[src/core/bcc_pkg.sv]
// Purpose: shared constants and carriers for the buck converter control block
// Assumes: 100 MHz core clock, 6-bit voltage codes
// Notes: switching period rounded to whole core cycles
package bcc_pkg;
    // =====================================================
    // timing
    localparam int CLK_FREQ_KHZ = 100000;
    localparam int SW_FREQ_KHZ = 2250;
    // one switching period, rounded down to whole cycles
    localparam int PERIOD_CYC = CLK_FREQ_KHZ / SW_FREQ_KHZ;
    localparam int HALF_CYC = PERIOD_CYC / 2;
    localparam int DEAD_TIME_NS = 20;
    localparam int CLK_PERIOD_NS = 10;
    localparam int DEAD_CYC = (DEAD_TIME_NS + CLK_PERIOD_NS - 1) / CLK_PERIOD_NS;
    localparam int CNT_W = 6;
    localparam int VSET_W = 6;
    // =====================================================
    // reset values
    localparam logic [VSET_W-1:0] BUCK1_RST = 6'h00;
    localparam logic BUCK1_EXT_RST = 1'b0;
    localparam logic [2:0] PSAVE_EN_RST = 3'h7;
    // =====================================================
    // types
    typedef enum logic [1:0] {
        PH_IDLE,
        PH_HIGH,
        PH_DEAD,
        PH_LOW
    } bcc_phase_type;
    typedef struct packed {
        logic pwm_trip;
        logic ilim_trip;
        logic izero;
        logic pfm_low;
    } bcc_sense_type;
    typedef struct packed {
        logic high_on;
        logic low_on;
        logic pfm_mode;
    } bcc_drive_type;
endpackage

[src/core/bcc_top.sv]
// Purpose: switch sequencing and setting selection for three buck converters
// Assumes: comparator inputs come from analog logic on the core clock
// Notes: settings are plain ports except converter one's, held in a local register; host-side register access lives elsewhere
//
// Overview of operation
// RL1 - pwm at about 2.25MHz under load, pfm automatically at light load
// RL2 - each pwm cycle starts by turning the high-side switch on
// RL3 - high-side switch turns off when the pwm comparator trips
// RL4 - high-side switch also turns off on current limit, always
// RL5 - dead time with both off before the low-side switch turns on
// RL6 - next clock edge turns low side off, then high side on
// RL7 - all converters locked to one clock, converter one is master
// RL8 - converter two cycle starts half a period after converter one
// RL9 - converter three cycle starts together with converter one
// RL10 - converter one target comes from its host-writable setting register
// RL11 - setting option selects external divider feedback for converter one
// RL12 - converter two select pin picks its low or high setting
// RL13 - converter three select pin picks its low or high setting
// RL14 - host changes levels by toggling select pins or rewriting settings
// RL15 - tracking bit makes second linear regulator follow converter three level
// RL16 - power save enabled after reset, disable per converter forces pwm
// RL17 - pwm to pfm once low-side current falls to zero in a cycle
// RL18 - select pins synchronized to the clock before use
// RL19 - high-side and low-side drives never on together
`timescale 1ns/100ps
module bcc_top (
    input wire logic i_clock,
    input wire logic i_rst,
    input wire bcc_pkg::bcc_sense_type [2:0] i_sense,
    input wire logic [2:0] i_psave_dis,
    input wire logic i_buck1_wr,
    input wire logic [bcc_pkg::VSET_W-1:0] i_buck1_wdata,
    input wire logic i_buck1_ext_wdata,
    input wire logic [bcc_pkg::VSET_W-1:0] i_buck2_low_setting,
    input wire logic [bcc_pkg::VSET_W-1:0] i_buck2_high_setting,
    input wire logic [bcc_pkg::VSET_W-1:0] i_buck3_low_setting,
    input wire logic [bcc_pkg::VSET_W-1:0] i_buck3_high_setting,
    input wire logic i_buck2_level_select_pin,
    input wire logic i_buck3_level_select_pin,
    input wire logic [bcc_pkg::VSET_W-1:0] i_linreg2_setting,
    input wire logic i_linreg2_follow_buck3,
    output bcc_pkg::bcc_drive_type [2:0] o_drive,
    output logic [bcc_pkg::VSET_W-1:0] o_buck1_target,
    output logic o_buck1_ext_fb,
    output logic [bcc_pkg::VSET_W-1:0] o_buck2_target,
    output logic [bcc_pkg::VSET_W-1:0] o_buck3_target,
    output logic [bcc_pkg::VSET_W-1:0] o_linreg2_target
);
    import bcc_pkg::*;

    // =====================================================
    // master timebase
    logic [CNT_W-1:0] cnt_r;
    logic [2:0] cyc_start;

    always_ff @(posedge i_clock or posedge i_rst) begin
        if (i_rst) begin
            cnt_r <= '0;
        end else if (cnt_r == CNT_W'(PERIOD_CYC - 1)) begin
            cnt_r <= '0;
        end else begin
            cnt_r <= cnt_r + 1'b1;
        end
    end

    // converter one is master; two is offset half a period, three in phase
    assign cyc_start[0] = (cnt_r == '0); // see RL7
    assign cyc_start[1] = (cnt_r == CNT_W'(HALF_CYC)); // see RL8
    assign cyc_start[2] = (cnt_r == '0); // see RL9

    // one core cycle before each start, so the low side is off before the high side
    // comes on; costs one core cycle of low-side conduction per period
    logic [2:0] pre_start;
    assign pre_start[0] = (cnt_r == CNT_W'(PERIOD_CYC - 1)); // see RL6
    assign pre_start[1] = (cnt_r == CNT_W'(HALF_CYC - 1)); // see RL6
    assign pre_start[2] = (cnt_r == CNT_W'(PERIOD_CYC - 1)); // see RL6

    // =====================================================
    // select pin synchronizers
    logic [1:0] sel_s1_r;
    logic [1:0] sel_s2_r;
    logic [1:0] sel_r;

    always_ff @(posedge i_clock or posedge i_rst) begin
        if (i_rst) begin
            sel_s1_r <= 2'h0;
            sel_s2_r <= 2'h0;
        end else begin
            sel_s1_r <= {i_buck3_level_select_pin, i_buck2_level_select_pin}; // see RL18
            sel_s2_r <= sel_s1_r;
        end
    end

    // applied only at converter one's cycle boundary, so a toggle lands cleanly
    always_ff @(posedge i_clock or posedge i_rst) begin
        if (i_rst) begin
            sel_r <= 2'h0;
        end else if (cyc_start[0]) begin
            sel_r <= sel_s2_r; // see RL18
        end
    end

    // =====================================================
    // setting selection
    logic [VSET_W-1:0] buck1_set_r;
    logic buck1_ext_r;

    always_ff @(posedge i_clock or posedge i_rst) begin
        if (i_rst) begin
            buck1_set_r <= BUCK1_RST;
            buck1_ext_r <= BUCK1_EXT_RST;
        end else if (i_buck1_wr) begin
            buck1_set_r <= i_buck1_wdata; // see RL10
            buck1_ext_r <= i_buck1_ext_wdata; // see RL11
        end
    end

    always_ff @(posedge i_clock or posedge i_rst) begin
        if (i_rst) begin
            o_buck1_target <= BUCK1_RST;
            o_buck1_ext_fb <= BUCK1_EXT_RST;
            o_buck2_target <= '0;
            o_buck3_target <= '0;
            o_linreg2_target <= '0;
        end else begin
            o_buck1_target <= buck1_set_r; // see RL10
            o_buck1_ext_fb <= buck1_ext_r; // see RL11
            o_buck2_target <= sel_r[0] ? i_buck2_high_setting
                                       : i_buck2_low_setting; // see RL12
            o_buck3_target <= sel_r[1] ? i_buck3_high_setting
                                       : i_buck3_low_setting; // see RL13
            // tracking follows the level selected, one cycle behind it
            o_linreg2_target <= i_linreg2_follow_buck3 ? o_buck3_target
                                                       : i_linreg2_setting; // see RL15
        end
    end

    // =====================================================
    // per-converter switch sequencer
    genvar g;
    generate
        for (g = 0; g < 3; g++) begin : gen_conv
            bcc_phase_type ph_r;
            logic [1:0] dead_r;
            logic pfm_r;
            logic psave_en;

            // power save enabled unless the host disables it
            assign psave_en = PSAVE_EN_RST[g] & ~i_psave_dis[g]; // see RL16

            always_ff @(posedge i_clock or posedge i_rst) begin
                if (i_rst) begin
                    pfm_r <= 1'b0;
                end else if (!psave_en) begin
                    pfm_r <= 1'b0; // see RL16
                end else if (ph_r == PH_LOW && i_sense[g].izero) begin
                    pfm_r <= 1'b1; // see RL17
                end else if (i_sense[g].pfm_low) begin
                    pfm_r <= 1'b0; // see RL1
                end
            end

            always_ff @(posedge i_clock or posedge i_rst) begin
                if (i_rst) begin
                    ph_r <= PH_IDLE;
                    dead_r <= 2'h0;
                end else begin
                    unique case (ph_r)
                        PH_IDLE: begin
                            // pfm skips cycles until output sags
                            if (cyc_start[g] && (!pfm_r || i_sense[g].pfm_low)) begin
                                ph_r <= PH_HIGH; // see RL2
                            end
                        end
                        PH_HIGH: begin
                            if (i_sense[g].pwm_trip || i_sense[g].ilim_trip) begin
                                ph_r <= PH_DEAD; // see RL3 see RL4
                                dead_r <= 2'(DEAD_CYC - 1);
                            end
                        end
                        PH_DEAD: begin
                            if (dead_r == 2'h0) begin
                                ph_r <= PH_LOW; // see RL5
                            end else begin
                                dead_r <= dead_r - 1'b1;
                            end
                        end
                        PH_LOW: begin
                            // released just before the start, so every pwm period gets its pulse
                            if (pre_start[g] || (pfm_r && i_sense[g].izero)) begin
                                ph_r <= PH_IDLE; // see RL6
                            end
                        end
                    endcase
                end
            end

            // no high-side turn-on straight from low side, so never overlapped
            assign o_drive[g].high_on = (ph_r == PH_HIGH); // see RL19
            assign o_drive[g].low_on = (ph_r == PH_LOW); // see RL19
            assign o_drive[g].pfm_mode = pfm_r;

        end
    endgenerate

    localparam int HALF_DLY = HALF_CYC;
endmodule

[config.mk]
export PLATFORM = sky130hd
export DESIGN_NAME = bcc_top
export DESIGN_NICKNAME = d
export VERILOG_FILES = /design/src/core/bcc_pkg.sv /design/src/core/bcc_top.sv
export SDC_FILE = /design/constraint.sdc
export NUM_CORES = 1
export LEC_CHECK = 0
export ABC_CLOCK_PERIOD_IN_PS = 1800
export BUFFER_PORTS_ARGS = -buffer_cell sky130_fd_sc_hd__buf_4
export CAP_MARGIN = 5
export CORE_MARGIN = 3
export CORE_UTILIZATION = 45
export CTS_CLUSTER_DIAMETER = 150
export CTS_CLUSTER_SIZE = 16
export DETAILED_ROUTE_END_ITERATION = 8
export GPL_TIMING_DRIVEN = 0
export HOLD_SLACK_MARGIN = 0.06
export PLACE_DENSITY_LB_ADDON = 0.25
export SYNTH_ARGS = -nofsm -noshare
export SYNTH_HDL_FRONTEND = slang
export SYNTH_SLANG_ARGS = --single-unit
[constraint.sdc]
create_clock -name i_clock -period 1.8 [get_ports i_clock]
set_input_delay 0.09 -clock i_clock [delete_from_list [all_inputs] [get_ports i_clock]]
set_output_delay 0.09 -clock i_clock [all_outputs]
set_load 0.03 [all_outputs]
* Word-level counts from Yosys, hierarchy flattened
Cells that the tools add are included.
** Word-level totals
- Memory bits (read-only) :: 0
- Logic and storage cells :: 128
- Memories :: 0
- Bits in writable memories :: 0
- Input bits :: 58
- Bits in latches :: 0
- Register bits after elaboration :: 59
** Operators by class
- Add/subtract/negate cells :: 4
- Equal/unequal tests :: 27
- Reduce and logical (&&, ||, !) cells :: 40
- Muxes and demuxes :: 37
- Order comparisons :: 0
- $mul :: 0
- Bitwise operators :: 0
- Div/mod/pow operators :: 0
- Shift operators :: 0
** Operator list (count)
- $mux W2 :: 18
- $mux W6 :: 4
- $pmux W2 S4 :: 3
- $ne A2 B2 Y1 const B :: 9
- $eq A2 B2 Y1 const B :: 6
- $eq A6 B5 Y1 const B :: 2
- $logic_not A2 Y1 :: 6
- $ne A2 B1 Y1 const B :: 6
- $pmux W2 S2 :: 3
- $reduce_and A4 Y1 :: 3
- $logic_and A1 B1 Y1 :: 9
- $logic_or A1 B1 Y1 :: 9
- $mux W1 :: 9
- $reduce_and A3 Y1 :: 3
- $reduce_bool A3 Y1 :: 3
- $add A6 B1 Y6 const B :: 1
- $eq A2 B1 Y1 const B :: 3
- $eq A6 B6 Y1 const B :: 1
- $logic_not A6 Y1 :: 1
- $reduce_bool A2 Y1 :: 3
- $sub A2 B1 Y2 const B :: 3
- $logic_not A1 Y1 :: 3

* Logic depth before layout (Yosys ltp)
- Word-level depth :: 5
- Mapped depth :: 6

* Worst setup path before layout
No wires, ideal clock.
- Path kind :: reg-to-reg
- Start :: register cnt_r[0]
- End :: register gen_conv[0].ph_r[1]
- Setup time :: 0.125 ns
- Setup slack :: -0.071 ns
- Data arrival time :: 1.746 ns
- Cell stages (with the launch flop) :: 7
- Cells stage by stage :: dfrtp_1 > inv_1 > ha_1 > or4b_4 > o31ai_4 > o211ai_2 > mux2_4
** On the way
- Longest elaborated chain between the ends :: 4
- Elaborated cells on any way between the ends :: 7
- Those cells by class :: 3 x eq/ne; 4 x reduce/logical
** Ends and longest elaborated chain
- start: declaration :: RTL line bcc_top.sv:53 : logic [CNT_W-1:0] cnt_r;
- start signal: assignment :: RTL line bcc_top.sv:62 : cnt_r <= cnt_r + 1'b1;
- $eq A6 B6 Y1 or $logic_not A6 Y1 (tied branches) :: RTL line bcc_top.sv:74, bcc_top.sv:67
- $logic_or A1 B1 Y1 or $logic_and A1 B1 Y1 (tied branches) :: RTL line bcc_top.sv:190, bcc_top.sv:171
- $ne A2 B1 Y1 (no line) or $ne A2 B2 Y1 (tied branches)
- $reduce_and A4 Y1 (no line) *
- end signal: assignment :: RTL line bcc_top.sv:177 : ph_r <= PH_DEAD;
- end signal: assignment :: RTL line bcc_top.sv:183 : ph_r <= PH_LOW;
- end signal: assignment :: RTL line bcc_top.sv:191 : ph_r <= PH_IDLE;
- end: declaration :: RTL line bcc_top.sv:143 : bcc_phase_type ph_r;
Mark *: on every way between the ends. The rest lies on a longest branch, timed or not.
A chain may end at the register's enable or synchronous reset.

* Worst setup path after layout
- Start :: register cnt_r[0]
- End :: register gen_conv[2].ph_r[1]
** On the way
- Longest elaborated chain between the ends :: 4
- Elaborated cells on any way between the ends :: 7
- Those cells by class :: 3 x eq/ne; 4 x reduce/logical
** Ends and longest elaborated chain (RTL line)
- $eq A6 B6 Y1 or $logic_not A6 Y1 (tied branches) :: bcc_top.sv:76, bcc_top.sv:69
- $logic_or A1 B1 Y1 or $logic_and A1 B1 Y1 (tied branches) :: bcc_top.sv:190, bcc_top.sv:171
- $ne A2 B1 Y1 (no line) or $ne A2 B2 Y1 (tied branches)
- $reduce_and A4 Y1 (no line) *
- end signal: assignment :: bcc_top.sv:177
- end signal: assignment :: bcc_top.sv:183
- end signal: assignment :: bcc_top.sv:191
- end: declaration :: bcc_top.sv:143
Marks and branches as above.

==> impl_results.md <==
* Slew Limit Fails at 0
* Initial DRT Pass Iterations at 4
* Initial core utilization at between 40% and 50%
* Final Setup Violations at 4
* Pin slew with the least headroom to its limit at 0.424 ns
* Critical Path End Type: flip-flop
* Period utilization at 104%
* Gr ovfl total at 0
* WHS Endpoint: gen_conv[2].dead_r[1]
* Nets at 449
* Mapped Area at 2720 um2
* Clock Latency Late Sink at 0.33 ns
* Ys flop type: dfrtp_1
* Flop2flop setup slack at -0.07 ns
* YS warnings at 0
* Final Hold Fails at 0
* Area grow syn2layout at 58.8%
* Total track usage at between 10% and 20%
* Initial antenna violation count at 0
* Number of synthesized register bits at 59
* Placed Instance Area at 3500 um2
* Max-cap violation count at 0
* Placeable core region at 5680 um2
* CTS tree: built
* Vias per std cell at 4.73
* Hold Path Cell Cnt at 4
* Critical Path Start Type: flip-flop
* Register area share after synthesis at 54.3%
* Clk_skew at roughly 0.009 ns
* Global-route wire length before repair at a little over 10000 um
* HP Start: i_sense[11]
* Max clock buf depth at 2
* Post-synth EDFFs at 0
* Layout cell share with drive strength beyond 1 at 43.6%
* HP Class: in -> reg
* Worst Path Max Fanout at 3
* CTS Root Cell: clkbuf_8
* Max VDD drop at 0.881 mV
* Largest net degree at the start of global routing at 44
* Routed via count at 2108
* Row cnt at 27
* Syn Area/Cell at 12.4 um2
* Die area at 7010 um2
* ANT cells at 0
* Ports at 92
* Slew Limit Headroom at 71.6%
* Final Critical Period at roughly 1.9 ns
* Ys async rst share at 100%
* Arrival time worst endpoint at 2.08 ns
* RSZ-0062 raised after global routing: yes
* Post-Syn Nets at 298
* Die W at 83.7 um
* Reg-to-reg startpoint: cnt_r[0]
* CTS Sinks at 59
* Wire per inst at 13.7 um
* Leakage at approximately 2.1 nW
* H-tree depth at 3
* DRC violations left at 0
* Status: complete, but fails checks
* Clock transition at the registers of the reported paths at 0.07 ns
* Post-DRT Antenna Nets at 0
* Cell variety after synth at 36
* Initial DRC count at 54
* # port buffers at 89
* Worst r2r dst: gen_conv[2].ph_r[1]
* Final WS setup at -0.0732 ns
* TNS Setup at -0.171 ns
* Syn Inst Count at 219
* Worst Path Required at 2.01 ns
* Hold slack final at 0.172 ns
* PwrDens at 1240 nW/um2
* WS Path Type: reg -> reg
* Gpl congestion at 0.717
* Fmax at 0.534 GHz
* Vias in the first global route at 2253
* Violated checks: negative setup slack
* Cell count of the worst reg-to-reg path at 6
* Cts bufs inserted at 9
* Die Y at 83.7 um
* Post-DP HPWL at roughly 3900 um
* Finished Cell Area at 4320 um2
* Routed WL at 6100 um
-- sequential cells by signal, indices dropped and copies added, names as in the netlist --
register	flops
buck1_set_r	6
sel_s2_r	2
o_linreg2_target	6
o_buck1_ext_fb	1
cnt_r	6
gen_conv.pfm_r	3
sel_r	2
o_buck2_target	6
o_buck3_target	6
o_buck1_target	6
sel_s1_r	2
gen_conv.dead_r	6
buck1_ext_r	1
gen_conv.ph_r	6
-- synth_stat cells (all sizes together), types with 4 or more instances --
library cell	instances	area, um2
dfrtp	59	1480
mux2	31	357
ha	21	263
inv	19	71.3
nor2	17	63.8
nand2	13	48.8
a21oi	8	40.0
o21ai	6	30.0
o31ai	5	56.3
buf	4	30.0
clkbuf	4	15.0
nor2b	4	25.0
nor3b	4	35.0
-- kinds of logic (layout without fill, tap and decap cells) --
logic type      after synthesis  in the layout  synth area share, %
buf+inv                      27            182                 4.28
xor+xnor                      2              2                0.645
mux                          33             33                 13.9
fa+ha+maj                    21             21                 9.67
flops                        59             59                 54.3
compound gates               27             27                 7.60
simple gates                 50             50                 9.62
-- layer usage --
| metal | global-route usage, % | part of all wire, % | up-vias |
|---|---|---|---|
| met1 | 20.5 | 39 | 1005 |
| met5 | 0 | 0 | - |
| met2 | 32.4 | 54 | 59 |
| met3 | 5.03 | 5.1 | 12 |
| li1 | - | - | 1032 |
| met4 | 8.92 | 2.2 | 0 |
-- through the flow --
step | power [mW] | instances | util [%] | worst slack (ns)
final | 5.33 | 446 | 76.1 | -0.0732
after global routing | 5.66 | 446 | 76.1 | -0.132
after CTS | 5.34 | 447 | 75.5 | -0.0634
after detailed placement | 3.53 | 381 | 61.6 | -0.158
after global placement | 3.45 | 380 | 61.2 | -0.563
after floorplan | 3.03 | 219 | - | -0.0545
-- cells in the final DEF (no fill, tap or decap), types with 2 or more instances in the layout --
master	n
mux2i_1	2
ha_1	20
nor3_1	2
a21oi_1	8
mux2_4	2
clkbuf_1	3
nand3_1	3
dfrtp_2	2
nor3b_2	3
dlygate4sd3_1	46
o211ai_2	2
buf_4	98
bufinv_16	4
nor2b_1	4
nand2_1	13
inv_2	3
clkbuf_8	10
mux2_2	28
nor2_1	17
a21o_1	2
o31ai_1	3
dfrtp_1	57
inv_1	16
o21ai_0	6
o31ai_4	2
-- worst max-delay path, cell delays in order (launching register included) --
cell	delay, ns
dfrtp_1	0.40
inv_2	0.08
ha_4	0.12
or4b_4	0.50
o31ai_4	0.20
o211ai_2	0.14
mux2_4	0.31
-- area by class of cell --
type | count | area, um2
buffer | 7 | 41.3
clock buffer | 10 | 138
clock inverter | 5 | 125
fill | 383 | 1360
inverter | 19 | 71.3
multi-input combinational | 133 | 1190
sequential | 59 | 1480
tap | 72 | 90.1
timing repair buffer | 141 | 1190
-- timing repair --
item | CTS | global route
buffers inserted | 5 | 0
hold buffers | 46 | 0
hold endpoints to repair | 46 | 0
gates resized for setup | 5 | 8
gates cloned | 0 | 0
pin swaps | 1 | 1
setup endpoints to repair | 6 | 10
-- worst max-delay path by stage --
stage / startpoint / to / slack [ns]
6_report: cnt_r[0] / gen_conv[2].ph_r[1] / -0.07
2_1_floorplan: cnt_r[0] / gen_conv[2].ph_r[1] / -0.05
5_1_grt: cnt_r[0] / gen_conv[2].ph_r[1] / -0.13
4_1_cts: cnt_r[0] / gen_conv[2].ph_r[1] / -0.06
3_3_place_gp: i_rst / o_linreg2_target[0] / -0.56
3_5_place_dp: cnt_r[0] / gen_conv[2].ph_r[1] / -0.16
-- report_power, final --
part	internal, mW	total, mW	switching [mW]
registers	1.54	1.68	0.135
clock network	1.09	1.59	0.502
logic	1.02	2.06	1.04
total	3.65	5.33	1.68
(Power assumes the default switching activity.)
